## config.mk

```make
export PLATFORM = sky130hd
export DESIGN_NAME = urs_top
export DESIGN_NICKNAME = d
export VERILOG_FILES = /design/src/pkg/urs_pkg.sv /design/src/urs_rx_fifo.sv /design/src/urs_rx_shift.sv /design/src/urs_top.sv
export VERILOG_INCLUDE_DIRS = /design/src /design/src/pkg
export SDC_FILE = /design/constraint.sdc
export NUM_CORES = 1
export LEC_CHECK = 0
export ABC_AREA = 0
export BUFFER_PORTS_ARGS = -buffer_cell sky130_fd_sc_hd__buf_2
export CAP_MARGIN = 20
export CELL_PAD_IN_SITES_DETAIL_PLACEMENT = 1
export CELL_PAD_IN_SITES_GLOBAL_PLACEMENT = 1
export CORE_MARGIN = 4
export CORE_UTILIZATION = 47
export CTS_CLUSTER_DIAMETER = 50
export CTS_CLUSTER_SIZE = 20
export DETAILED_ROUTE_END_ITERATION = 8
export HOLD_SLACK_MARGIN = 0.05
export PLACE_DENSITY_LB_ADDON = 0.15
export SETUP_SLACK_MARGIN = 0.4
export SLEW_MARGIN = 20
export SYNTH_ARGS = -nofsm -noshare
export SYNTH_HDL_FRONTEND = slang
export SYNTH_SLANG_ARGS = --single-unit
```

## constraint.sdc

```tcl
create_clock -name clk -period 2.8 [get_ports clk]
set_input_delay 0.14 -clock clk [delete_from_list [all_inputs] [get_ports clk]]
set_output_delay 0.14 -clock clk [all_outputs]
set_load 0.05 [all_outputs]
```

## src/pkg/urs_defs.svh

```systemverilog
/*
 * register offsets, field positions and reset values of the
 * receive status block. assumes 8-bit byte addresses on a 16-bit register port.
 */
`ifndef URS_DEFS_SVH
`define URS_DEFS_SVH

// ************************************************************
// register map
// ************************************************************
`define URS_OFS_STATUS   8'h00
`define URS_OFS_MODE     8'h04
`define URS_OFS_INT_STS  8'h08
`define URS_OFS_INT_MASK 8'h0c
`define URS_OFS_RX_DATA  8'h10
`define URS_OFS_BIT_DIV  8'h14

// ************************************************************
// status and control fields
// ************************************************************
`define URS_ST_ADDRESS_DETECT_ENABLE  5
`define URS_ST_RECEIVER_IDLE_FLAG  4
`define URS_ST_PARITY_ERROR_FLAG   3
`define URS_ST_FRAMING_ERROR_FLAG   2
`define URS_ST_OVERRUN_ERROR_FLAG   1
`define URS_ST_AVAIL  0

// interrupt status and mask fields
`define URS_INT_RXCHAR 0
`define URS_INT_OVRUN  1
`define URS_INT_CHERR  2

// ************************************************************
// reset values
// ************************************************************
`define URS_RST_MODE    2'h0
`define URS_RST_BIT_DIV 16'h0056
`define URS_RST_MASK    3'h0

`endif

```

## src/pkg/urs_pkg.sv

```systemverilog
/*
 * types shared by the receive status block.
 * assumes nothing beyond a SystemVerilog compiler.
 */
package urs_pkg;

	// ************************************************************
	// data and parity format
	// ************************************************************
	typedef enum logic [1:0] {
		URS_FMT_8N = 2'b00,
		URS_FMT_8E = 2'b01,
		URS_FMT_8O = 2'b10,
		URS_FMT_9N = 2'b11
	} urs_fmt_e;

	// receiver frame states
	typedef enum logic [2:0] {
		URS_RX_IDLE,
		URS_RX_START,
		URS_RX_DATA,
		URS_RX_PARITY,
		URS_RX_STOP
	} urs_rx_state_e;

	// one fifo entry: character plus its error flags
	typedef struct packed {
		logic       parity_error_flag;
		logic       framing_error_flag;
		logic [8:0] data;
	} urs_char_s;

	function automatic logic urs_has_parity(input urs_fmt_e fmt);
		urs_has_parity = (fmt == URS_FMT_8E) || (fmt == URS_FMT_8O);
	endfunction

endpackage

```

## src/urs_rx_fifo.sv

```systemverilog
/*
 * receive buffer: four characters with their error flags.
 * assumes the caller never pushes while full.
 */
`timescale 1ns/100ps
`default_nettype none

module urs_rx_fifo
	import urs_pkg::*;
(
	input  wire logic      clk,   // peripheral clock
	input  wire logic      rst,   // synchronous reset
	input  wire logic      ce,    // clock enable
	input  wire logic      flush, // empty the buffer
	input  wire logic      push,  // write one entry
	input  wire urs_char_s wdata, // entry written
	input  wire logic      pop,   // drop the head
	output urs_char_s      head,  // entry at the head
	output logic           empty, // nothing stored
	output logic           full   // no room left
);

	urs_char_s  mem [4];
	logic [2:0] wr_reg;
	logic [2:0] rd_reg;

	assign empty = (wr_reg == rd_reg);
	assign full  = (wr_reg[1:0] == rd_reg[1:0]) && (wr_reg[2] != rd_reg[2]);
	assign head  = mem[rd_reg[1:0]];

	// ************************************************************
	// pointers; flush empties without touching storage
	// ************************************************************
	always_ff @(posedge clk) begin
		if (rst || (ce && flush)) begin
			wr_reg <= 3'h0;
			rd_reg <= 3'h0;
		end else if (ce) begin
			if (push && !full) begin
				wr_reg <= wr_reg + 3'h1;
			end
			if (pop && !empty) begin
				rd_reg <= rd_reg + 3'h1;
			end
		end
	end

	// storage
	always_ff @(posedge clk) begin
		if (ce && push && !full && !flush) begin
			mem[wr_reg[1:0]] <= wdata;
		end
	end

endmodule

`default_nettype wire

```

## src/urs_rx_shift.sv

```systemverilog
/*
 * receive shift register: frames one character off the serial line.
 * assumes rxd is already synchronous to clk and idles high.
 */
`timescale 1ns/100ps
`default_nettype none

module urs_rx_shift
	import urs_pkg::*;
(
	input  wire logic        clk,     // peripheral clock
	input  wire logic        rst,     // synchronous reset
	input  wire logic        ce,      // clock enable
	input  wire logic        flush,   // return to empty
	input  wire logic        rxd,     // serial input
	input  wire logic [15:0] bit_div, // clocks per bit, minus one
	input  wire urs_fmt_e    fmt,     // data and parity format
	output logic             busy,    // frame in progress
	output logic             done,    // character complete pulse
	output urs_char_s        chr      // character and flags
);

	urs_rx_state_e state_reg;
	logic [15:0]   cnt_reg;
	logic [3:0]    bitn_reg;
	logic [8:0]    sh_reg;
	logic          parity_error_flag_reg;
	logic          nine;

	assign nine = (fmt == URS_FMT_9N);
	assign busy = (state_reg != URS_RX_IDLE);

	// ************************************************************
	// frame sequencer
	// ************************************************************
	always_ff @(posedge clk) begin
		if (rst || (ce && flush)) begin
			state_reg <= URS_RX_IDLE;
			cnt_reg   <= 16'h0000;
			bitn_reg  <= 4'h0;
			sh_reg    <= 9'h000;
			parity_error_flag_reg  <= 1'b0;
			done      <= 1'b0;
			chr       <= '0;
		end else if (ce) begin
			// the pulse only ends on an enabled edge, so a frozen clock cannot lose it
			done <= 1'b0;
			unique case (state_reg)
			URS_RX_IDLE: begin
				if (!rxd) begin
					state_reg <= URS_RX_START;
					cnt_reg   <= {1'b0, bit_div[15:1]}; // sample mid-bit
				end
			end
			URS_RX_START: begin
				if (cnt_reg != 16'h0000) begin
					cnt_reg <= cnt_reg - 16'h0001;
				end else if (!rxd) begin
					state_reg <= URS_RX_DATA;
					cnt_reg   <= bit_div;
					bitn_reg  <= 4'h0;
				end else begin
					state_reg <= URS_RX_IDLE; // glitch, not a start bit
				end
			end
			URS_RX_DATA: begin
				if (cnt_reg != 16'h0000) begin
					cnt_reg <= cnt_reg - 16'h0001;
				end else begin
					sh_reg   <= {rxd, sh_reg[8:1]};
					cnt_reg  <= bit_div;
					bitn_reg <= bitn_reg + 4'h1;
					if (bitn_reg == (nine ? 4'h8 : 4'h7)) begin
						state_reg <= urs_has_parity(fmt) ? URS_RX_PARITY : URS_RX_STOP;
					end
				end
			end
			URS_RX_PARITY: begin
				if (cnt_reg != 16'h0000) begin
					cnt_reg <= cnt_reg - 16'h0001;
				end else begin
					// even: total ones even; odd: total ones odd
					parity_error_flag_reg  <= (^sh_reg[8:1]) ^ rxd ^ (fmt == URS_FMT_8O);
					cnt_reg   <= bit_div;
					state_reg <= URS_RX_STOP;
				end
			end
			URS_RX_STOP: begin
				if (cnt_reg != 16'h0000) begin
					cnt_reg <= cnt_reg - 16'h0001;
				end else begin
					done      <= 1'b1;
					chr.data  <= nine ? sh_reg : {1'b0, sh_reg[8:1]};
					chr.parity_error_flag  <= urs_has_parity(fmt) && parity_error_flag_reg;
					chr.framing_error_flag  <= !rxd; // stop bit must be high
					parity_error_flag_reg  <= 1'b0;
					state_reg <= URS_RX_IDLE;
				end
			end
			endcase
		end
	end

endmodule

`default_nettype wire

```

## src/urs_top.sv

```systemverilog
/*
 * receive status block of the serial port: register port, status and
 * control flags, address detect, overrun handling and interrupt.
 * assumes rxd is synchronous to clk and a register master that never waits.
 */
`timescale 1ns/100ps
`default_nettype none

`include "urs_defs.svh"

// Behaviour
// address detect drops nine-bit characters with bit 8 low; needs nine-bit format
// receiver idle flag reads one when idle, zero while receiving
// parity error flag describes the character at the buffer head
// framing error flag describes the character at the buffer head
// overrun flag set on buffer overflow; software clears it, never sets it
// clearing a set overrun flag empties buffer and shift register
// data available flag reads one while the buffer holds a character
// two-bit format: 11 nine/none, 10 eight/odd, 01 eight/even, 00 eight/none
// error flags follow the head whenever the buffer head advances
module urs_top
	import urs_pkg::*;
(
	input  wire logic        clk,   // peripheral clock, 10 MHz
	input  wire logic        rst,   // synchronous reset, active high
	input  wire logic        ce,    // clock enable, freezes all state
	input  wire logic        rxd,   // serial receive line
	input  wire logic [7:0]  addr,  // register byte address
	input  wire logic [15:0] wdata, // register write data
	input  wire logic        wr,    // write strobe
	input  wire logic        rd,    // read strobe
	output logic      [15:0] rdata, // read data, cycle after rd
	output logic             irq    // level interrupt
);

	// ************************************************************
	// declarations
	// ************************************************************
	urs_fmt_e    fmt_reg;
	logic [15:0] div_reg;
	logic        address_detect_enable_reg;
	logic        overrun_error_flag_reg;
	logic [2:0]  ists_reg;
	logic [2:0]  imask_reg;
	logic        rx_busy;
	logic        rx_done;
	urs_char_s   rx_chr;
	urs_char_s   head;
	logic        empty;
	logic        full;
	logic        keep;
	logic        push;
	logic        ovr_evt;
	logic        overrun_error_flag_clr;
	logic        flush;
	logic        pop;
	logic [15:0] status;
	logic [2:0]  evt;

	function automatic logic hit(input logic [7:0] a, input logic [7:0] ofs);
		hit = (a == ofs);
	endfunction

	// ************************************************************
	// receive path
	// ************************************************************
	urs_rx_shift u_shift (
		.clk     (clk),
		.rst     (rst),
		.ce      (ce),
		.flush   (flush),
		.rxd     (rxd),
		.bit_div (div_reg),
		.fmt     (fmt_reg),
		.busy    (rx_busy),
		.done    (rx_done),
		.chr     (rx_chr)
	);

	urs_rx_fifo u_fifo (
		.clk   (clk),
		.rst   (rst),
		.ce    (ce),
		.flush (flush),
		.push  (push),
		.wdata (rx_chr),
		.pop   (pop),
		.head  (head),
		.empty (empty),
		.full  (full)
	);

	// address detect only filters in nine-bit format
	assign keep = !(address_detect_enable_reg && (fmt_reg == URS_FMT_9N)) || rx_chr.data[8];

	// an accepted character with no room is an overrun and is lost
	assign push    = rx_done && keep && !full;
	assign ovr_evt = rx_done && keep && full;

	// software write of zero to a set overrun flag; a new overrun wins
	assign overrun_error_flag_clr = wr && hit(addr, `URS_OFS_STATUS)
	                  && !wdata[`URS_ST_OVERRUN_ERROR_FLAG] && overrun_error_flag_reg;
	assign flush    = overrun_error_flag_clr && !ovr_evt;

	// reading the data register consumes the head
	assign pop = rd && hit(addr, `URS_OFS_RX_DATA) && !empty;

	// ************************************************************
	// status word
	// ************************************************************
	always_comb begin
		status                 = 16'h0000;
		status[`URS_ST_ADDRESS_DETECT_ENABLE]  = address_detect_enable_reg;
		status[`URS_ST_RECEIVER_IDLE_FLAG]  = !rx_busy;
		status[`URS_ST_PARITY_ERROR_FLAG]   = !empty && head.parity_error_flag;
		status[`URS_ST_FRAMING_ERROR_FLAG]   = !empty && head.framing_error_flag;
		status[`URS_ST_OVERRUN_ERROR_FLAG]   = overrun_error_flag_reg;
		status[`URS_ST_AVAIL]  = !empty;
	end

	// ************************************************************
	// control registers
	// ************************************************************
	always_ff @(posedge clk) begin
		if (rst) begin
			address_detect_enable_reg <= 1'b0;
		end else if (ce && wr && hit(addr, `URS_OFS_STATUS)) begin
			address_detect_enable_reg <= wdata[`URS_ST_ADDRESS_DETECT_ENABLE];
		end
	end

	// format and bit period
	always_ff @(posedge clk) begin
		if (rst) begin
			fmt_reg <= urs_fmt_e'(`URS_RST_MODE);
			div_reg <= `URS_RST_BIT_DIV;
		end else if (ce && wr) begin
			if (hit(addr, `URS_OFS_MODE)) begin
				fmt_reg <= urs_fmt_e'(wdata[1:0]);
			end
			if (hit(addr, `URS_OFS_BIT_DIV)) begin
				div_reg <= wdata;
			end
		end
	end

	// overrun flag: hardware sets, software may only clear
	always_ff @(posedge clk) begin
		if (rst) begin
			overrun_error_flag_reg <= 1'b0;
		end else if (ce) begin
			if (ovr_evt) begin
				overrun_error_flag_reg <= 1'b1;
			end else if (overrun_error_flag_clr) begin
				overrun_error_flag_reg <= 1'b0;
			end
		end
	end

	// ************************************************************
	// interrupt status and mask
	// ************************************************************
	assign evt = {push && (rx_chr.parity_error_flag || rx_chr.framing_error_flag), ovr_evt, push};

	always_ff @(posedge clk) begin
		if (rst) begin
			ists_reg <= 3'h0;
		end else if (ce) begin
			// a new event in the clearing cycle stays set
			if (wr && hit(addr, `URS_OFS_INT_STS)) begin
				ists_reg <= (ists_reg & ~wdata[2:0]) | evt;
			end else begin
				ists_reg <= ists_reg | evt;
			end
		end
	end

	always_ff @(posedge clk) begin
		if (rst) begin
			imask_reg <= `URS_RST_MASK;
		end else if (ce && wr && hit(addr, `URS_OFS_INT_MASK)) begin
			imask_reg <= wdata[2:0];
		end
	end

	assign irq = |(ists_reg & imask_reg);

	// ************************************************************
	// read port: data stand one cycle after the strobe
	// ************************************************************
	always_ff @(posedge clk) begin
		if (rst) begin
			rdata <= 16'h0000;
		end else if (ce) begin
			if (!rd) begin
				rdata <= 16'h0000;
			end else if (hit(addr, `URS_OFS_STATUS)) begin
				rdata <= status;
			end else if (hit(addr, `URS_OFS_MODE)) begin
				rdata <= {14'h0000, fmt_reg};
			end else if (hit(addr, `URS_OFS_INT_STS)) begin
				rdata <= {13'h0000, ists_reg};
			end else if (hit(addr, `URS_OFS_INT_MASK)) begin
				rdata <= {13'h0000, imask_reg};
			end else if (hit(addr, `URS_OFS_RX_DATA)) begin
				rdata <= {7'h00, head.data} & {16{!empty}};
			end else if (hit(addr, `URS_OFS_BIT_DIV)) begin
				rdata <= div_reg;
			end else begin
				rdata <= 16'h0000; // unmapped reads as zero
			end
		end
	end
endmodule

`default_nettype wire
```

==> reports/summary.json, run 1 <==
{
  "outcome": "complete, no violations",
  "worst_slew_pin_slew_ns": 0.708,
  "initial_utilization_pct": 48.6,
  "grt_use_total_pct": 25.4,
  "final_antenna_net_count": 0,
  "slew_headroom_pct": 52.5,
  "grt_first_pass_wirelength_um": 31600,
  "clock.fmax_mhz": 432,
  "timing.final.hold_violations": 0,
  "design.die.area_mm2": 0.0159,
  "instances_no_fill": 931,
  "first_global_vias": 5724,
  "dr.first_iter.drc_count": 415,
  "drive_above_1_share_pct": 19.3,
  "vdd_drop_max_mv": 0.459,
  "post_route_setup_tns_ns": 0,
  "final_min_period_over_clock_period_pct": 82.7,
  "gp_congestion": 0.888,
  "largest_register_ff_count": 44,
  "clock_tree.buffer_depth": 2,
  "remaining_drc_errors": 0,
  "fin_crit_ns": 2.32,
  "nFillCells": 1479,
  "number_of_maximum_capacitance_constraint_violations": 0,
  "post_synth_net_total": 712,
  "netlist.top_cell.by_area": "dfxtp_1",
  "layout_setup_ws_ns": 0.485,
  "synth_seq_cells": 139,
  "portBuffers": 46,
  "drt_wl_total_um": 19500,
  "synth_cell_type_count": 66,
  "tritoncts": "done",
  "ffs_w_async_s_r_synth_pct": 0,
  "die_w_um": 126,
  "critical_path.startpoint_type": "flop",
  "min-delay-path-class": "in -> reg",
  "antenna_violations_before_repair": 0,
  "setup_violations": 0,
  "timing_max_transition_violations_final": 0,
  "detailedPlacementHpwl_um": 13000,
  "crit_path_end_kind": "flop",
  "detailedRoute.firstPassIterationCount": 6,
  "unrepaired_setup_endpoints_after_global_routing": "false",
  "post_drt_via_cell_ratio": 5.86,
  "wire_per_inst_um": 21.0,
  "post-route-util_pct": 58.1,
  "synth.top_cell.area_share_pct": 29.1,
  "syn-instance-count": 673,
  "core_area_mm2": 0.0135,
  "critPathMaxFanout": 9,
  "num_io_pins": 47,
  "clock_skew_ns": 0.0103,
  "synth-seq-area-share_pct": 49.3,
  "die_height_um": 126,
  "detailroute.via_count": 5454,
  "synth_enable_flop_cells": 44,
  "worstSetupPathType": "reg -> reg",
  "area_growth_pct": 19.4,
  "syn_area_per_cell_um2": 9.72,
  "cts_buffers": 17,
  "cp_data_required_time_ns": 3.11,
  "antenna_diode_instance_count": 0,
  "placed_instances": 874,
  "insertion_delay_ns": 0.42,
  "leakagePower_nw": 2.76,
  "pin_count_of_the_biggest_net_entering_global_routing": 44,
  "post_synth_main_area_contributors": "dfxtp_1 29%, edfxtp_1 20%, nand2_1 5.5%",
  "cellPowerDensity_mw_per_mm2": 634,
  "grt-ovfl-total": 0,
  "path_clk_slew_ns": 0.06,
  "worst-endpoint-arrival_ns": 2.62,
  "clkSinkCount": 139,
  "final_nets": 781,
  "dp_slack_ns": 0.215,
  "placementRows": 42,
  "cts-htree-levels": 4,
  "cts_root_buf": "clkbuf_16",
  "synthesis.yosys.warnings": 0,
  "synth.cell_area_mm2": 0.00654,
  "ys_dominant_reg_cell": "dfxtp_1"
}
## where the power goes
part / switching (W) / total, W / internal (W)
registers: 0.0000466 / 0.00214 / 0.00209
clock network: 0.000887 / 0.00220 / 0.00132
logic: 0.000367 / 0.000614 / 0.000247
## worst paths after layout
path                                                 startpoint                                 to  slack (ns)  cells after the start
worst max-delay path            u_shift.cnt_reg[1]$_SDFFE_PP0P_  u_shift.state_reg[0]$_SDFFE_PP0P_        0.48                      8
worst min-delay path                                   wdata[1]            div_reg[1]$_SDFFE_PP1P_        0.09                      3
worst max register to register  u_shift.cnt_reg[1]$_SDFFE_PP0P_  u_shift.state_reg[0]$_SDFFE_PP0P_        0.48                      8
worst min register to register   u_shift.sh_reg[0]$_SDFFE_PP0P_     u_shift.sh_reg[0]$_SDFFE_PP0P_        0.45                      2
## cells in the mapped netlist (3+ instances only)
cell and number:
nand3b_1 8, and2_1 5, a211oi_1 17, o311ai_0 4, nand4_1 3, clkbuf_1 23, edfxtp_1 44, or2_2 4
ha_1 9, nand2_1 96, a222oi_1 4, buf_2 7, nor3_2 4, a31oi_1 3, and3_1 3, inv_1 12
a311oi_1 8, xnor2_1 16, or3_1 4, o21ai_0 24, a22o_1 5, mux2i_1 19, mux4_2 11, xor2_1 4
nor4_1 3, nor3_1 17, o211ai_1 4, nor2_1 80, buf_4 7, a21oi_1 62, dfxtp_1 95, a22oi_1 11
nand3_1 9, or4_1 6
## placed cells by master (no fill, tap or decap), types with 3 or more instances in the layout
cell type       n
nand2_1        96
dfxtp_1        94
nor2_1         80
a21oi_1        61
buf_2          46
edfxtp_1       44
buf_4          25
o21ai_0        24
mux2i_1        19
a211oi_1       17
nor3_1         17
clkbuf_16      17
dlygate4sd3_1  17
xnor2_1        16
a22oi_1        11
mux4_2         11
inv_1          10
nand3b_1        8
a311oi_1        8
nand3_1         8
ha_1            8
or4_1           5
and2_1          5
a22o_1          5
a222oi_1        4
or2_2           4
o211ai_1        4
xor2_1          4
o311ai_0        4
or3_1           4
clkinv_4        4
clkinv_2        4
nand4_1         3
nor3_2          3
and3_1          3
nor4_1          3
inv_6           3
## critical path: stages (launching register included)
cell and delay (ns):
dfxtp_1 0.35, inv_2 0.08, ha_4 0.14, nor3b_4 0.27
and4_4 0.33, nand2_4 0.11, a221o_1 0.40, mux2_2 0.28
o221a_1 0.24
## repair_timing
action,4_1_cts,5_1_grt
pin swaps,1,5
setup endpoints to repair,8,25
hold buffers,17,0
gates resized for setup,3,11
setup buffers,2,6
hold endpoints to repair,20,0
## layout make-up
| cell class | count | area, um^2 | area share (%) |
|---|---|---|---|
| clock buffers | 19 | 433 | 5.54 |
| inverters | 13 | 48.8 | 0.625 |
| well taps | 176 | 220 | 2.82 |
| multi-input cells | 482 | 3140 | 40.2 |
| clock inverters | 13 | 141 | 1.81 |
| repair buffers | 89 | 608 | 7.78 |
| flip-flops and latches | 139 | 3220 | 41.3 |
## metal layers
layer / routed length, um / GRT usage (%) / vias up
li1: - / - / 2579
met1: 8570 / 32.4 / 2745
met2: 9950 / 43.2 / 104
met3: 668 / 5.72 / 26
met4: 329 / 7.63 / 0
met5: 0 / 0 / -
## logic make-up (layout without fill, tap and decap cells)
kind of cell | after synthesis | after routing | share of synthesized area (%)
AO/OA/AOI/OAI | 159 | 159 | 15.7
XOR/XNOR | 20 | 20 | 2.68
adder cells (fa/ha/maj) | 9 | 9 | 1.72
buffers and inverters | 52 | 134 | 3.63
flip-flops | 139 | 139 | 49.3
multiplexers | 31 | 31 | 6.87
AND/OR/NAND/NOR | 263 | 263 | 20.1
## metrics by stage
step           instance area [um^2]  hold WS, ns  total power [W]
4_1_cts                        7720       0.0642          0.00491
6_report                       7810       0.0889          0.00496
2_1_floorplan                  6540        0.235          0.00254
5_1_grt                        7810        0.104          0.00515
3_3_place_gp                   6960        0.371          0.00266
3_5_place_dp                   6960        0.375          0.00268
Power figures use the tool's default switching activity.
==> inputs of run 2 (changes only) <==
--- a/config.mk
+++ b/config.mk
@@ -12,7 +12,7 @@
 export CELL_PAD_IN_SITES_DETAIL_PLACEMENT = 1
 export CELL_PAD_IN_SITES_GLOBAL_PLACEMENT = 1
 export CORE_MARGIN = 4
-export CORE_UTILIZATION = 47
+export CORE_UTILIZATION = 43
 export CTS_CLUSTER_DIAMETER = 50
 export CTS_CLUSTER_SIZE = 20
 export DETAILED_ROUTE_END_ITERATION = 8
==> constraint.sdc (replaced) <==
create_clock -name clk -period 1.9 [get_ports clk]
set_input_delay 0.095 -clock clk [delete_from_list [all_inputs] [get_ports clk]]
set_output_delay 0.095 -clock clk [all_outputs]
set_load 0.05 [all_outputs]
==> run 2 against run 1 <==
Against the previous run: sequential power rose by 46%; die area rose by 8.7%; setup slack lost 0.86 ns; via count is 27% higher; clock power rose by 57%; critical endpoint is now u_shift.sh_reg[7]$_SDFFE_PP0P_; largest cell class is now multi-input combinational cells; final cell count is 16% higher; the flow now finishes with violations (negative setup slack); total power up 71%; maximum frequency up 1.8%; clock-buffer cell count fell by 1; core utilization rose by 12 points; first-iteration DRC count is 37% higher.
==> reports/summary.json, run 2 (synthesized netlist as in run 1, its figures left out) <==
{
  "wire_per_inst": {"value": 29.1, "unit": "um", "change": "was 21.0 um"},
  "min-delay-path-class": {"value": "in -> reg", "change": "unchanged"},
  "violations": "negative setup slack",
  "gp_congestion": {"value": 0.876, "change": "was 0.888"},
  "worst_path_max_delay_cell": {"value": "dfxtp_2", "change": "was a221o_1"},
  "cp_data_required_time": {"value": 2.25, "unit": "ns", "change": "was 3.11 ns"},
  "dr.first_iter.drc_count": {"value": 568, "change": "was 415"},
  "power_switching_share": {"value": 31.6, "unit": "%", "change": "was 26.2%"},
  "remaining_drc_errors": {"value": 0, "change": "unchanged"},
  "worst-endpoint-arrival": {"value": 2.62, "unit": "ns", "change": "about the same"},
  "grt_use_total": {"value": 30.7, "unit": "%", "change": "was 25.4%"},
  "grt_first_pass_wirelength": {"value": 40900, "unit": "um", "change": "was 31600 um"},
  "cp_cell_sequence": {"value": "inv_2 -> ha_4 -> nor3b_4 -> buf_6 -> nand4_1 -> buf_4 -> nor2_4 -> buf_6 -> nand3_4 -> mux2i_2 -> nor2_1", "change": "was inv_2 -> ha_4 -> nor3b_4 -> and4_4 -> nand2_4 -> a221o_1 -> mux2_2 -> o221a_1"},
  "groute.layer.met1.usage": {"value": 35.2, "unit": "%", "change": "was 32.4%"},
  "pwr-share-seq": {"value": 36.8, "unit": "%", "change": "was 43.1%"},
  "combPwrFrac": {"value": 22.4, "unit": "%", "change": "was 12.4%"},
  "path_common_cell": "buf_6",
  "vdd_drop_max": {"value": 0.661, "unit": "mV", "change": "was 0.459 mV"},
  "layout_setup_ws": {"value": -0.374, "unit": "ns", "change": "was 0.485 ns"},
  "gr-usage-met3": {"value": 6.92, "unit": "%", "change": "was 5.72%"},
  "fin_crit": {"value": 2.27, "unit": "ns", "change": "was 2.32 ns"},
  "crit_path_end_kind": {"value": "flop", "change": "unchanged"},
  "area_growth": {"value": 57.0, "unit": "%", "change": "was 19.4%"},
  "insertion_delay": {"value": 0.45, "unit": "ns", "change": "was 0.42 ns"},
  "detailedPlacementHpwl": {"value": 14200, "unit": "um", "change": "was 13000 um"},
  "design.die.area": {"value": 0.0173, "unit": "mm^2", "change": "was 0.0159 mm^2"},
  "layout_common_cells": {"value": "95 x buf_4, 83 x dfxtp_1, 75 x nand2_1", "change": "was 96 x nand2_1, 94 x dfxtp_1, 80 x nor2_1"},
  "worst_r2r_startpoint": {"value": "u_shift.cnt_reg[0]$_SDFFE_PP0P_", "change": "was u_shift.cnt_reg[1]$_SDFFE_PP0P_"},
  "worst_slew_pin_slew": {"value": 0.467, "unit": "ns", "change": "was 0.708 ns"},
  "share_clk_of_total_power": {"value": 40.8, "unit": "%", "change": "was 44.5%"},
  "die_w": {"value": 131, "unit": "um", "change": "was 126 um"},
  "core_area": {"value": 0.0147, "unit": "mm^2", "change": "was 0.0135 mm^2"},
  "timing.final.hold_violations": {"value": 0, "change": "unchanged"},
  "cts_buffers": {"value": 17, "change": "unchanged"},
  "pin_count_of_the_biggest_net_entering_global_routing": {"value": 43, "change": "was 44"},
  "final_min_period_over_clock_period": {"value": 120, "unit": "%", "change": "was 82.7%"},
  "slew_headroom": {"value": 68.8, "unit": "%", "change": "was 52.5%"},
  "leakagePower": {"value": 3.78, "unit": "nW", "change": "was 2.76 nW"},
  "antenna_violations_before_repair": {"value": 0, "change": "unchanged"},
  "critical-path-max-stage-delay": {"value": 0.33, "unit": "ns", "change": "was 0.40 ns"},
  "crit_start": {"value": "u_shift.cnt_reg[0]$_SDFFE_PP0P_", "change": "was u_shift.cnt_reg[1]$_SDFFE_PP0P_"},
  "post_drt_via_cell_ratio": {"value": 6.38, "change": "was 5.86"},
  "first_global_vias": {"value": 6947, "change": "was 5724"},
  "cellInternalPower": {"value": 0.00579, "unit": "W", "change": "was 0.00365 W"},
  "global_routing_s_busiest_layer": {"value": "met2", "change": "unchanged"},
  "largest_register_ff_count": {"value": 44, "change": "unchanged"},
  "layout_commonest_cell": {"value": "buf_4", "change": "was nand2_1"},
  "grt-ovfl-total": {"value": 0, "change": "unchanged"},
  "number_of_maximum_capacitance_constraint_violations": {"value": 0, "change": "unchanged"},
  "post_route_setup_tns": {"value": -15.85, "unit": "ns", "change": "was 0 ns"},
  "outcome": {"value": "finished with violations", "change": "was complete, no violations"},
  "placementRows": {"value": 44, "change": "was 42"},
  "antenna_diode_instance_count": {"value": 0, "change": "unchanged"},
  "num_io_pins": {"value": 47, "change": "unchanged"},
  "critical_path.startpoint_type": {"value": "flop", "change": "unchanged"},
  "design_power_total": {"value": 0.00847, "unit": "W", "change": "was 0.00496 W"},
  "die_height": {"value": 131, "unit": "um", "change": "was 126 um"},
  "met2_track_utilization_from_global_routing": {"value": 54.3, "unit": "%", "change": "was 43.2%"},
  "cts-htree-levels": {"value": 4, "change": "unchanged"},
  "drive_above_1_share": {"value": 47.9, "unit": "%", "change": "was 19.3%"},
  "detailroute.via_count": {"value": 6900, "change": "was 5454"},
  "holdPathEnd": {"value": "imask_reg[1]$_SDFFE_PP0P_", "change": "was div_reg[1]$_SDFFE_PP1P_"},
  "holdCritStartpoint": {"value": "wdata[1]", "change": "unchanged"},
  "path_clk_slew": {"value": 0.07, "unit": "ns", "change": "was 0.06 ns"},
  "initial_utilization": {"value": 44.5, "unit": "%", "change": "was 48.6%"},
  "portBuffers": {"value": 46, "change": "unchanged"},
  "worst_hold_path.num_cells": {"value": 3, "change": "unchanged"},
  "critical_path.reg2reg.endpoint": {"value": "u_shift.sh_reg[7]$_SDFFE_PP0P_", "change": "was u_shift.state_reg[0]$_SDFFE_PP0P_"},
  "drt_wl_total": {"value": 31500, "unit": "um", "change": "was 19500 um"},
  "final_nets": {"value": 923, "change": "was 781"},
  "detailedRoute.firstPassIterationCount": {"value": 5, "change": "was 6"},
  "r2r_cells": {"value": 11, "change": "was 8"},
  "tritoncts": {"value": "done", "change": "unchanged"},
  "clock_skew": {"value": 0.0116, "unit": "ns", "change": "was 0.0103 ns"},
  "worstSetupPathType": {"value": "reg -> reg", "change": "unchanged"},
  "unrepaired_setup_endpoints_after_global_routing": {"value": "true", "change": "was false"},
  "reg2reg_setup_slack": {"value": -0.37, "unit": "ns", "change": "was 0.48 ns"},
  "final_antenna_net_count": {"value": 0, "change": "unchanged"},
  "setup_violations": {"value": 99, "change": "was 0"},
  "clock.fmax": {"value": 440, "unit": "MHz", "change": "was 432 MHz"},
  "timing_max_transition_violations_final": {"value": 0, "change": "unchanged"},
  "clock_tree.buffer_depth": {"value": 2, "change": "unchanged"},
  "cts_root_buf": {"value": "clkbuf_16", "change": "unchanged"},
  "cellPowerDensity": {"value": 825, "unit": "mW/mm^2", "change": "was 634 mW/mm^2"},
  "clkSinkCount": {"value": 139, "change": "unchanged"},
  "p_switching": {"value": 0.00268, "unit": "W", "change": "was 0.00130 W"},
  "critPathMaxFanout": {"value": 4, "change": "was 9"}
}
run 2: worst max-delay path: cells and delay by family, from the launching register on:
kind                       cells  cell delay [ns]
DFF                            1             0.33
buffers and inverters          4             0.59
and+or+nand+nor                5             0.92
adders and majority gates      1             0.15
muxes                          1             0.19
run 2: repair_timing:
item	CTS	global route
cloned	14	1
endpoints found under the hold margin	25	0
pin swaps	73	60
endpoints found under the setup margin	111	114
resized for setup	156	91
hold buffers	18	0
buffers inserted	21	33
run 2: routing by layer:
metal / part of all wire [%] / up-vias
met5: 0 / -
met4: 5.2 / 0
met3: 5.7 / 124
met2: 52 / 380
met1: 38 / 3517
li1: - / 2879
run 2: cell type report:
cell class	instances	area (um^2)
fill	1463	4430
multi-input combinational	486	3980
sequential	139	3250
timing repair buffer	227	2170
clock buffer	18	450
tap	184	230
clock inverter	14	143
inverter	13	48.8
run 2: power groups by stage:
stage / Clock (W) / Combinational (W) / Sequential [W]
floorplan: 0 / 0.000622 / 0.00318
global placement: 0 / 0.00109 / 0.00318
detailed placement: 0 / 0.00112 / 0.00318
CTS: 0.00336 / 0.00151 / 0.00311
global route: 0.00358 / 0.00196 / 0.00312
finish: 0.00346 / 0.00190 / 0.00312
run 2: per-stage QoR:
stage / instance area, um^2 / std cells / setup slack (ns) / util [%] / hold WS, ns
after floorplan: 6810 / 673 / -0.243 / - / 0.182
after global placement: 7830 / 962 / -0.165 / 53.3 / 0.329
after detailed placement: 7830 / 962 / -0.195 / 53.3 / 0.343
after CTS: 9610 / 1047 / -0.149 / 65.4 / 0.0583
after global routing: 10300 / 1081 / -0.428 / 69.9 / 0.0994
final: 10300 / 1081 / -0.374 / 69.9 / 0.0684
run 2: how the worst max path moves through the flow:
stage	end	slack, ns	depth (start not counted)
after global routing	u_shift.sh_reg[7]$_SDFFE_PP0P_	-0.43	11
after global placement	u_shift.state_reg[0]$_SDFFE_PP0P_	-0.17	8
final	u_shift.sh_reg[7]$_SDFFE_PP0P_	-0.37	11
after CTS	u_shift.state_reg[0]$_SDFFE_PP0P_	-0.15	8
after floorplan	u_shift.state_reg[0]$_SDFFE_PP0P_	-0.24	9
after detailed placement	u_shift.state_reg[0]$_SDFFE_PP0P_	-0.20	8
